## config.mk

```make
export PLATFORM = sky130hd
export DESIGN_NAME = rcs_sequencer
export DESIGN_NICKNAME = d
export VERILOG_FILES = /design/src/include/rcs_pkg.sv /design/src/hdl/rcs_sequencer.sv
export SDC_FILE = /design/constraint.sdc
export NUM_CORES = 1
export LEC_CHECK = 0
export BUFFER_PORTS_ARGS = -buffer_cell sky130_fd_sc_hd__buf_2
export CORE_MARGIN = 2
export CORE_UTILIZATION = 49
export CTS_BUF_LIST = sky130_fd_sc_hd__clkbuf_16
export DETAILED_ROUTE_END_ITERATION = 7
export GPL_TIMING_DRIVEN = 0
export PLACE_DENSITY = 0.8
export SLEW_MARGIN = 0
export SYNTH_ARGS = -nofsm -noshare
export SYNTH_HDL_FRONTEND = slang
export SYNTH_SLANG_ARGS = --single-unit
```

## constraint.sdc

```tcl
create_clock -name ref_clk -period 1.9 [get_ports ref_clk]
set_clock_uncertainty 0.05 [all_clocks]
set_input_delay 0.095 -clock ref_clk [delete_from_list [all_inputs] [get_ports ref_clk]]
set_output_delay 0.095 -clock ref_clk [all_outputs]
set_load 0.05 [all_outputs]
```

## src/include/rcs_pkg.sv

```systemverilog
`default_nettype none
package rcs_pkg;
    // configuration word placement and field positions
    localparam logic [15:0] CFG_WORD_ADDR = 16'h2007;
    localparam logic [15:0] CAL_OSC_ADDR = 16'h2009;
    localparam logic [15:0] CAL_BOR_ADDR = 16'h2008;
    localparam int CFG_BOR_HI = 9;
    localparam int CFG_BOR_LO = 8;
    localparam int CFG_FREQ = 7;
    localparam int CFG_LOCK = 6;
    localparam int CFG_PIN = 5;
    localparam int CFG_POWERUP_DELAY_TIMER = 4;
    localparam int CFG_WDT = 3;
    localparam int CFG_OSC_HI = 2;
    localparam int CFG_OSC_LO = 0;
    localparam logic [15:0] CFG_ERASED = 16'hffff;
    localparam logic [15:0] CFG_UNIMPL_MASK = 16'hfc00;

    // register port map
    localparam logic [15:0] POWER_CONTROL_REG_ADDR = 16'h008e;
    localparam logic [15:0] STAT_ADDR = 16'h0090;
    localparam int POWER_CONTROL_REG_BOR_BIT = 0;
    localparam int POWER_CONTROL_REG_POR_BIT = 1;
    localparam int POWER_CONTROL_REG_SBOR_BIT = 4;

    // brown-out modes
    localparam logic [1:0] BOR_ALWAYS = 2'b11;
    localparam logic [1:0] BOR_RUN_ONLY = 2'b10;
    localparam logic [1:0] BOR_SOFT = 2'b01;

    // timing at 40 MHz
    localparam int CLK_HZ = 40_000_000;
    localparam int POWERUP_DELAY_TIMER_MS = 64;
    localparam int POWERUP_DELAY_TIMER_CYCLES = CLK_HZ / 1000 * POWERUP_DELAY_TIMER_MS;
    localparam int GLITCH_NS = 200;
    localparam int GLITCH_CYCLES = (GLITCH_NS * (CLK_HZ / 1_000_000) + 999) / 1000;
    localparam int BOR_QUAL_NS = 100;
    localparam int BOR_QUAL_CYCLES = (BOR_QUAL_NS * (CLK_HZ / 1_000_000) + 999) / 1000;

    typedef enum logic [2:0] {
        RCS_LOW_POWER_CRYSTAL, RCS_CRYSTAL_MEDIUM, RCS_HIGH_SPEED_CRYSTAL,
        RCS_EXTERNAL_CLOCK_INPUT, RCS_INTERNAL_CLOCK_WITH_IO,
        RCS_INTERNAL_CLOCK_WITH_OUTPUT, RCS_RESISTOR_CAPACITOR_IO,
        RCS_RESISTOR_CAPACITOR_OUT
    } rcs_osc_e;
endpackage : rcs_pkg
`default_nettype wire

```

## src/hdl/rcs_sequencer.sv

```systemverilog
// Behaviour
// config bit zero means programmed
// decode brown-out mode field 11/10/01/00
// mode 01 software enable controls brown-out
// mode 10 off in sleep, soft bit ignored
// frequency bit selects 8 or 4 MHz
// lock bit zero protects; unlock erases all
// pin select: external reset or input
// weak pull-up while pin is reset
// delay enable bit zero enables timer
// watchdog enable bit one enables
// three-bit oscillator select, eight modes
// brown-out enable never enables power-up timer
// reset stops internal/rc oscillator; code stops it only on pin reset, not on por, brown-out or watchdog reset
// power-up timer only after por/bor
// timer clocked by dedicated rc tick
// watchdog reset never drives pin low
// glitch filter on external reset
// brown-out qualified by time then reset
// hold until supply ok, then delay
// brown-out during delay restarts it
// watchdog wake is not a reset
// calibration words survive bulk erase
// delay after por; settle timer after delay
// por flag cleared on por, software sets
// chip reset is or of sources
`timescale 1ns/1ps
`default_nettype none
module rcs_sequencer
(
    // clock and reset
    input wire logic ref_clk,
    input wire logic rstn,
    // configuration and analog detectors
    input wire logic [15:0] cfg_word,
    input wire logic por_active,
    input wire logic supply_below_threshold,
    input wire logic rc_tick,
    input wire logic sleep_active,
    input wire logic crystal_settled,
    input wire logic watchdog_timeout,
    input wire logic watchdog_wake,
    input wire logic bulk_erase_req,
    // shared reset pin
    input wire logic external_reset_n,
    output logic pin_pullup_en,
    output logic pin_drive_low,
    output logic pin_drive_oe,
    output logic pin_digital_in,
    // register port
    input wire logic [15:0] reg_addr,
    input wire logic [7:0] reg_wdata,
    input wire logic reg_wr,
    input wire logic reg_rd,
    output logic [15:0] reg_rdata,
    // decoded outputs
    output logic chip_reset,
    output logic settle_timer_run,
    output logic osc_stop,
    output logic freq_8mhz,
    output logic code_lock,
    output logic watchdog_enable,
    output logic brownout_active,
    output logic [2:0] osc_mode,
    output logic erase_program,
    output logic erase_cal
);
    // ------------------------------------------------------------
    // state
    // ------------------------------------------------------------
    typedef enum logic [1:0] {RCS_POR, RCS_HOLD, RCS_DELAY, RCS_RUN} rcs_st_e;
    typedef struct packed {
        rcs_st_e st;
        logic [31:0] dly_cnt;
        logic [7:0] flt_cnt;
        logic pin_q;
        logic [7:0] bor_cnt;
        logic por_flag;
        logic bor_flag;
        logic sbor;
        logic lock_q;
        logic powerup_delay_timer_pending;
        logic [15:0] rdata;
        logic rst;
        logic settle;
        logic ostop;
        logic erase;
        logic pull;
        logic bact;
        logic [2:0] osc;
        logic f8;
        logic lock;
        logic wdt;
        logic pdin;
    } rcs_s;
    rcs_s cur_reg;
    rcs_s cur_next;

    // ------------------------------------------------------------
    // configuration decode
    // ------------------------------------------------------------
    logic [1:0] bor_mode;
    logic bor_en;
    logic powerup_delay_timer_en;
    logic pin_is_reset;
    logic osc_int_rc;
    logic pin_rst;
    logic bor_qual;
    always_comb
    begin
        bor_mode = cfg_word[rcs_pkg::CFG_BOR_HI:rcs_pkg::CFG_BOR_LO];
        bor_en = 1'b0;
        if (bor_mode == rcs_pkg::BOR_ALWAYS)
        begin
            bor_en = 1'b1;
        end
        else if (bor_mode == rcs_pkg::BOR_RUN_ONLY)
        begin
            bor_en = !sleep_active;
        end
        else if (bor_mode == rcs_pkg::BOR_SOFT)
        begin
            bor_en = cur_reg.sbor;
        end
        powerup_delay_timer_en = !cfg_word[rcs_pkg::CFG_POWERUP_DELAY_TIMER];
        pin_is_reset = cfg_word[rcs_pkg::CFG_PIN];
        osc_int_rc = cfg_word[rcs_pkg::CFG_OSC_HI];
        pin_rst = pin_is_reset && !cur_reg.pin_q;
        bor_qual = bor_en && (cur_reg.bor_cnt >= 8'(rcs_pkg::BOR_QUAL_CYCLES));
    end

    // ------------------------------------------------------------
    // next state
    // ------------------------------------------------------------
    always_comb
    begin
        cur_next = cur_reg;
        // filter: pin level taken only after it holds steady
        if (external_reset_n == cur_reg.pin_q)
        begin
            cur_next.flt_cnt = 8'h00;
        end
        else if (cur_reg.flt_cnt >= 8'(rcs_pkg::GLITCH_CYCLES - 1))
        begin
            cur_next.pin_q = external_reset_n;
            cur_next.flt_cnt = 8'h00;
        end
        else
        begin
            cur_next.flt_cnt = cur_reg.flt_cnt + 8'h01;
        end
        if (supply_below_threshold && bor_en)
        begin
            if (!bor_qual)
            begin
                cur_next.bor_cnt = cur_reg.bor_cnt + 8'h01;
            end
        end
        else
        begin
            cur_next.bor_cnt = 8'h00;
        end
        // sequencer
        case (cur_reg.st)
            RCS_POR:
            begin
                cur_next.por_flag = 1'b0;
                cur_next.powerup_delay_timer_pending = 1'b1;
                if (!por_active)
                begin
                    cur_next.st = RCS_HOLD;
                end
            end
            RCS_HOLD:
            begin
                cur_next.dly_cnt = 32'h0000_0000;
                if (!supply_below_threshold && !pin_rst && !watchdog_timeout)
                begin
                    cur_next.st = (powerup_delay_timer_en && cur_reg.powerup_delay_timer_pending) ? RCS_DELAY : RCS_RUN;
                    cur_next.powerup_delay_timer_pending = 1'b0;
                end
            end
            RCS_DELAY:
            begin
                if (bor_qual)
                begin
                    cur_next.st = RCS_HOLD;
                    cur_next.powerup_delay_timer_pending = 1'b1;
                    // a brown-out mid-delay is a brown-out reset of its own
                    cur_next.bor_flag = 1'b0;
                end
                else if (rc_tick)
                begin
                    if (cur_reg.dly_cnt >= 32'(rcs_pkg::POWERUP_DELAY_TIMER_CYCLES - 1))
                    begin
                        cur_next.st = RCS_RUN;
                    end
                    cur_next.dly_cnt = cur_reg.dly_cnt + 32'h0000_0001;
                end
            end
            default:
            begin
                if (bor_qual)
                begin
                    cur_next.st = RCS_HOLD;
                    cur_next.powerup_delay_timer_pending = 1'b1;
                    cur_next.bor_flag = 1'b0;
                end
                else if (pin_rst || (watchdog_timeout && !watchdog_wake))
                begin
                    cur_next.st = RCS_HOLD;
                end
            end
        endcase
        if (por_active)
        begin
            cur_next.st = RCS_POR;
        end
        // register writes; hardware clears win over software sets
        if (reg_wr && reg_addr == rcs_pkg::POWER_CONTROL_REG_ADDR)
        begin
            if (cur_reg.st != RCS_POR)
            begin
                cur_next.por_flag = reg_wdata[rcs_pkg::POWER_CONTROL_REG_POR_BIT];
            end
            if (!((cur_reg.st == RCS_RUN || cur_reg.st == RCS_DELAY) && bor_qual))
            begin
                cur_next.bor_flag = reg_wdata[rcs_pkg::POWER_CONTROL_REG_BOR_BIT];
            end
            cur_next.sbor = reg_wdata[rcs_pkg::POWER_CONTROL_REG_SBOR_BIT];
        end
        cur_next.rdata = 16'h0000;
        if (reg_rd && reg_addr == rcs_pkg::POWER_CONTROL_REG_ADDR)
        begin
            cur_next.rdata[rcs_pkg::POWER_CONTROL_REG_POR_BIT] = cur_reg.por_flag;
            cur_next.rdata[rcs_pkg::POWER_CONTROL_REG_BOR_BIT] = cur_reg.bor_flag;
            cur_next.rdata[rcs_pkg::POWER_CONTROL_REG_SBOR_BIT] = cur_reg.sbor;
        end
        else if (reg_rd && reg_addr == rcs_pkg::CFG_WORD_ADDR)
        begin
            cur_next.rdata = cfg_word | rcs_pkg::CFG_UNIMPL_MASK;
        end
        else if (reg_rd && reg_addr == rcs_pkg::STAT_ADDR)
        begin
            cur_next.rdata = {13'h0000, cur_reg.rst, bor_en, powerup_delay_timer_en};
        end
        // lock release triggers full erase
        cur_next.lock_q = cfg_word[rcs_pkg::CFG_LOCK];
        cur_next.erase = bulk_erase_req ||
            (cfg_word[rcs_pkg::CFG_LOCK] && !cur_reg.lock_q);
        // registered outputs
        cur_next.rst = (cur_next.st != RCS_RUN);
        cur_next.settle = (cur_reg.st == RCS_RUN) && !cfg_word[rcs_pkg::CFG_OSC_HI]
            && (cfg_word[rcs_pkg::CFG_OSC_HI:rcs_pkg::CFG_OSC_LO]
            != rcs_pkg::RCS_EXTERNAL_CLOCK_INPUT)
            && !crystal_settled;
        cur_next.ostop = osc_int_rc && pin_rst;
        cur_next.pull = pin_is_reset;
        cur_next.pdin = !pin_is_reset && external_reset_n;
        cur_next.bact = bor_en;
        cur_next.osc = cfg_word[rcs_pkg::CFG_OSC_HI:rcs_pkg::CFG_OSC_LO];
        cur_next.f8 = cfg_word[rcs_pkg::CFG_FREQ];
        cur_next.lock = !cfg_word[rcs_pkg::CFG_LOCK];
        cur_next.wdt = cfg_word[rcs_pkg::CFG_WDT];
    end

    always_ff @(posedge ref_clk or negedge rstn)
    begin
        if (!rstn)
        begin
            cur_reg <= '0;
            cur_reg.st <= RCS_POR;
            cur_reg.pin_q <= 1'b1;
            cur_reg.rst <= 1'b1;
            cur_reg.lock_q <= 1'b1;
            cur_reg.powerup_delay_timer_pending <= 1'b1;
        end
        else
        begin
            cur_reg <= cur_next;
        end
    end

    // ------------------------------------------------------------
    // outputs
    // ------------------------------------------------------------
    assign chip_reset = cur_reg.rst;
    assign settle_timer_run = cur_reg.settle;
    assign osc_stop = cur_reg.ostop;
    assign pin_pullup_en = cur_reg.pull;
    assign pin_drive_low = 1'b0;
    assign pin_drive_oe = 1'b0;
    assign pin_digital_in = cur_reg.pdin;
    assign reg_rdata = cur_reg.rdata;
    assign brownout_active = cur_reg.bact;
    assign osc_mode = cur_reg.osc;
    assign freq_8mhz = cur_reg.f8;
    assign code_lock = cur_reg.lock;
    assign watchdog_enable = cur_reg.wdt;
    assign erase_program = cur_reg.erase;
    assign erase_cal = 1'b0;
endmodule : rcs_sequencer
`default_nettype wire

```

# Yosys cells after proc, flatten, opt, wreduce, memory -nomap -nowiden
# Index checks and enable logic that the tools add are counted.
totals:
  reg_bits: 85
  latchBits: 0
  mem_bits_rw: 0
  romBits: 0
  inputBits: 53
  word_cells: 119
  n_memories: 0
op_classes:
  add_sub_neg: 3
  n_mul: 0
  n_div: 0
  order_cmp: 3
  n_eq_ne: 16
  n_shift: 0
  mux: 33
  n_bitwise: 1
  n_reduce_logical: 41
ops:
  columns: ["op", "count"]
  rows:
  - ["$pmux W32 S2", 1]
  - ["$mux W34", 1]
  - ["$add A32 B1 Y32 const B", 1]
  - ["$eq A16 B8 Y1 const B", 2]
  - ["$ge A32 B22 Y1 const B", 1]
  - ["$mux W32", 1]
  - ["$mux W8", 4]
  - ["$logic_and A1 B1 Y1", 18]
  - ["$add A8 B1 Y8 const B", 2]
  - ["$eq A16 B14 Y1 const B", 1]
  - ["$ge A8 B3 Y1 const B", 2]
  - ["$mux W16", 1]
  - ["$mux W2", 8]
  - ["$logic_not A1 Y1", 12]
  - ["$mux W1", 12]
  - ["$mux W11", 1]
  - ["$ne A2 B2 Y1 const B", 5]
  - ["$eq A2 B2 Y1 const B", 4]
  - ["$mux W3", 2]
  - ["$pmux W2 S3", 1]
  - ["$eq A2 B1 Y1 const B", 2]
  - ["$reduce_and A2 Y1", 2]
  - ["$reduce_bool A2 Y1", 2]
  - ["$logic_or A1 B1 Y1", 3]
  - ["8 further kinds", 8]

# Logic depth before layout (Yosys ltp)
depth:
  ltp_word: 9
  ltp_mapped: 7
  mapped_depth_nobuf: 6

# Worst setup path before layout
# OpenSTA, ideal clock, no wires.
synth_path:
  path_type: "flip-flop to flip-flop"
  start: "reg cur_reg[39] (netlist bit)"
  end: "reg cur_reg[71] (netlist bit)"
  setup_time_ps: 78
  arrival_time_ps: 1959
  required_time_ps: 1772
  setup_slack_ps: -187
  path_stages_with_launch: 6
  n_path_buf: 0
  period_less_slack_ps: 2087
  cell_sequence: "dfrtp_1 nor4_2 a211oi_2 or4_4 or3_1 a21oi_1"
synth_via:
  elab_chain_cells: 4
synth_lines:
  columns: ["item", "line", "source"]
  rows:
  - ["start, declared", "rcs_sequencer.sv:96", "rcs_s cur_reg;"]
  - ["start signal, assigned", "rcs_sequencer.sv:280", "cur_reg <= cur_next;"]
  - ["$ge A8 B3 Y1", "rcs_sequencer.sv:129", "bor_qual = bor_en && (cur_reg.bor_cnt >= 8'(rcs_pkg::BOR_QUAL_CYCLES));"]
  - ["$logic_and A1 B1 Y1", "rcs_sequencer.sv:129", null]
  - ["$ne A2 B2 Y1 (no source line)", null, null]
  - ["$reduce_and A3 Y1 (no source line)", null, null]
# Every way passes these cells.
# A chain may end at the register's enable or synchronous reset.

# Worst setup path in the final report
layout_path:
  start: "reg cur_reg[65] (netlist bit)"
  end: "reg cur_reg[73] (netlist bit)"
layout_via:
  elab_chain_cells: 4
layout_lines:
  columns: ["item", "line", "source"]
  rows:
  - ["$add A32 B1 Y32", "rcs_sequencer.sv:198", "cur_next.dly_cnt = cur_reg.dly_cnt + 32'h0000_0001;"]
  - ["$mux W34", "rcs_sequencer.sv:192", "else if (rc_tick)"]
  - ["$mux W32", "rcs_sequencer.sv:185", "if (bor_qual)"]
  - ["$pmux W32 S2", "rcs_sequencer.sv:164", "case (cur_reg.st)"]
# Every way passes these cells. The select of a mux whose other input is x is not followed.

==> flow_metrics.env <==
export IMPL_layout_drive_gt1_share=0.396
export IMPL_power_density_mw_per_mm2=712
export IMPL_grt_pass1_wl_um=16800
export IMPL_r2r_end="cur_reg[73]$_DFFE_PN0P_"
export IMPL_final_cells=625
export IMPL_synth_seq_cells=80
export IMPL_cts_path_max_buffers=2
export IMPL_via_per_inst=5.64
export IMPL_vias=3524
export IMPL_crit_path_end_kind="register"
export IMPL_cp_arrival_ps=2250
export IMPL_drv_slew=0
export IMPL_r2r_slack_ps=-130
export IMPL_clock_sinks=80
export IMPL_synth_avg_cell_area_um2=10.3
export IMPL_violations="setup timing"
export IMPL_seq_area_frac_synth=0.531
export IMPL_p_sw_w=0.000974
export IMPL_grt_max_degree=49
export IMPL_h_tree_depth=3
export IMPL_dp_hpwl_um=5910
export IMPL_start_util=0.497
export IMPL_reg2reg_depth=5
export IMPL_pwr_share_clk=0.466
export IMPL_overflow=0
export IMPL_grt_pass1_vias=3589
export IMPL_hold_end="cur_reg[41]$_DFFE_PN0P_"
export IMPL_area_delta_synth_final_pct=44.0
export IMPL_io_buffers=70
export IMPL_globalRouteTotalUtil=0.253
export IMPL_place_area_mm2=0.00437
export IMPL_grt_antenna_before_repair=0
export IMPL_async_flop_share=1.00
export IMPL_netlist_instances=367
export IMPL_outcome="complete, but fails checks"
export IMPL_netlist_area_mm2=0.00378
export IMPL_hold_depth=2
export IMPL_finalPower_w=0.00387
export IMPL_post_place_ws_ps=-393
export IMPL_sequentialPowerShare=0.451
export IMPL_clkLatencyLatePin_ps=340
export IMPL_required_ps=2120
export IMPL_timing_fmax_mhz=493
export IMPL_finalCritPeriodShare=1.07
export IMPL_final_nets=575
export IMPL_synthTopCellsByCount="76 x dfrtp_1, 34 x nor2_1, 26 x nand2_1"
export IMPL_yosysMostFrequentCell="dfrtp_1"
export IMPL_n_fill_cell=505
export IMPL_drc=0
export IMPL_drtPass1Iterations=5
export IMPL_die_h_um=91.8
export IMPL_fin_area_mm2=0.00544
export IMPL_setup_viol=14
export IMPL_num_antenna_cells=0
export IMPL_path_clk_slew_ps=70
export IMPL_ys_types=54
export IMPL_critPathMaxFanout=7
export IMPL_synth_edff_count=0
export IMPL_maxCapViolCount=0
export IMPL_ys_flop_type="dfrtp_1"
export IMPL_place_inst=546
export IMPL_post_drt_wl_per_cell_um=17.1
export IMPL_yosys_top_cells_area="dfrtp_1 50%, buf_4 4.6%, nor2_1 3.4%"
export IMPL_hp_class="input port to register"
export IMPL_rsz0062_at_grt="yes"
export IMPL_layout_min_cycle_time_ps=2030
export IMPL_r2r_start="cur_reg[65]$_DFFE_PN0P_"
export IMPL_io_pins=85
export IMPL_setup_worst_path_start_class="register"
export IMPL_place_congestion=0.847
export IMPL_cp_startpoint="cur_reg[65]$_DFFE_PN0P_"
export IMPL_p_sw_frac=0.251
export IMPL_placementRows=32
export IMPL_finalWorstSetupSlack_ps=-130
export IMPL_vdd_drop_max_mv=0.427
export IMPL_yosys_warnings=0
export IMPL_die_area_mm2=0.00843
export IMPL_p_int_w=0.00290
export IMPL_fp_dieW_um=91.8
export IMPL_setup_worst_path_class="register to register"
export IMPL_hold_violations=0
export IMPL_cts_buffers=9
export IMPL_finalWirelength_um=10700
export IMPL_synth_top_area_frac=0.503
export IMPL_p_leak_nw=2.50
export IMPL_worst_pin_slew_ps=653
export IMPL_design_core_area_mm2=0.00761
export IMPL_pwr_share_comb=0.084
export IMPL_postRouteAntennaNets=0
export IMPL_relSlewSlack=0.562
export IMPL_cts_tree="done"
export IMPL_root_buffer="clkbuf_16"
export IMPL_min_from="supply_below_threshold"
export IMPL_post_synth_top_area_cell="dfrtp_1"
export IMPL_largest_reg_flops=56
export IMPL_drt_iter0_drc=266
worst max path at each step:
stage          slack [ps]  depth (start not counted)                       to
6_report             -130                          5  cur_reg[73]$_DFFE_PN0P_
3_5_place_dp         -390                          5  cur_reg[74]$_DFFE_PN0P_
4_1_cts              -130                          5  cur_reg[73]$_DFFE_PN0P_
2_1_floorplan         -60                          5  cur_reg[71]$_DFFE_PN0P_
3_3_place_gp         -380                          5  cur_reg[74]$_DFFE_PN0P_
5_1_grt              -190                          5  cur_reg[73]$_DFFE_PN0P_
timing repair:
action,in CTS,in global routing
endpoints found under the hold margin,58,0
endpoints found under the setup margin,26,30
buffers inserted,31,14
cloned,0,0
resized for setup,26,33
hold buffers,18,0
pin swaps,13,14
final cells by class:
cell class	count	area, um^2	area share
buffer	30	235	0.0432
clock buffer	9	225	0.0414
clock inverter	7	87.6	0.0161
inverter	13	48.8	0.00896
multi-input combinational	250	1800	0.330
sequential	80	2010	0.369
tap	102	128	0.0234
timing repair buffer	134	913	0.168
power by group through the flow:
stage | logic (W) | registers (W) | clock network (W)
6_report | 0.000325 | 0.00175 | 0.00180
5_1_grt | 0.000351 | 0.00175 | 0.00189
4_1_cts | 0.000307 | 0.00174 | 0.00181
3_5_place_dp | 0.000268 | 0.00178 | 0
3_3_place_gp | 0.000256 | 0.00178 | 0
2_1_floorplan | 0.000103 | 0.00181 | 0
logic make-up after synthesis:
logic type,Yosys count,share of synthesized area
AO/OA/AOI/OAI,58,0.106
flip-flops,80,0.531
XOR/XNOR,12,0.0278
multiplexers,8,0.0218
AND/OR/NAND/NOR,161,0.234
buffers and inverters,43,0.0655
other,1,0.000992
adder cells (fa/ha/maj),4,0.0132
critical path, cell delays in order (launching register included):
cell and delay, ps:
dfrtp_1 370, nand3_2 190, or2_4 320, or4_4 570, or3_4 350, a21oi_2 120
per-stage QoR:
stage / util / hold slack, ps / setup TNS [ps]
after floorplan: - / -251 / -122
after global placement: 0.570 / 162 / -4580
after detailed placement: 0.574 / 17.2 / -5760
after CTS: 0.685 / 19.8 / -378
after global routing: 0.716 / 32.0 / -2330
final: 0.716 / 29.9 / -558
metal layers:
layer	track usage	part of all wire	up-vias
met5	0	0	-
met4	0.118	0.033	0
met3	0.0427	0.057	38
met2	0.461	0.52	178
met1	0.288	0.39	1710
li1	-	-	1598
layout by cell type, fill, tap and decap left out, drive strengths merged, types with 5 or more instances in the layout:
master and n:
clkbuf 13, inv 16, mux2i 6, o21ai 10, nand3 20, or4 5
nor2 34, dfrtp 76, and2 7, nand2 26, nor2b 6, nand4 6
xnor2 9, nor3 11, buf 142, nor4 17, and3 6, dlygate4sd3 18
a21oi 14, conb 7, or3 8
Power figures use the tool's default switching activity.
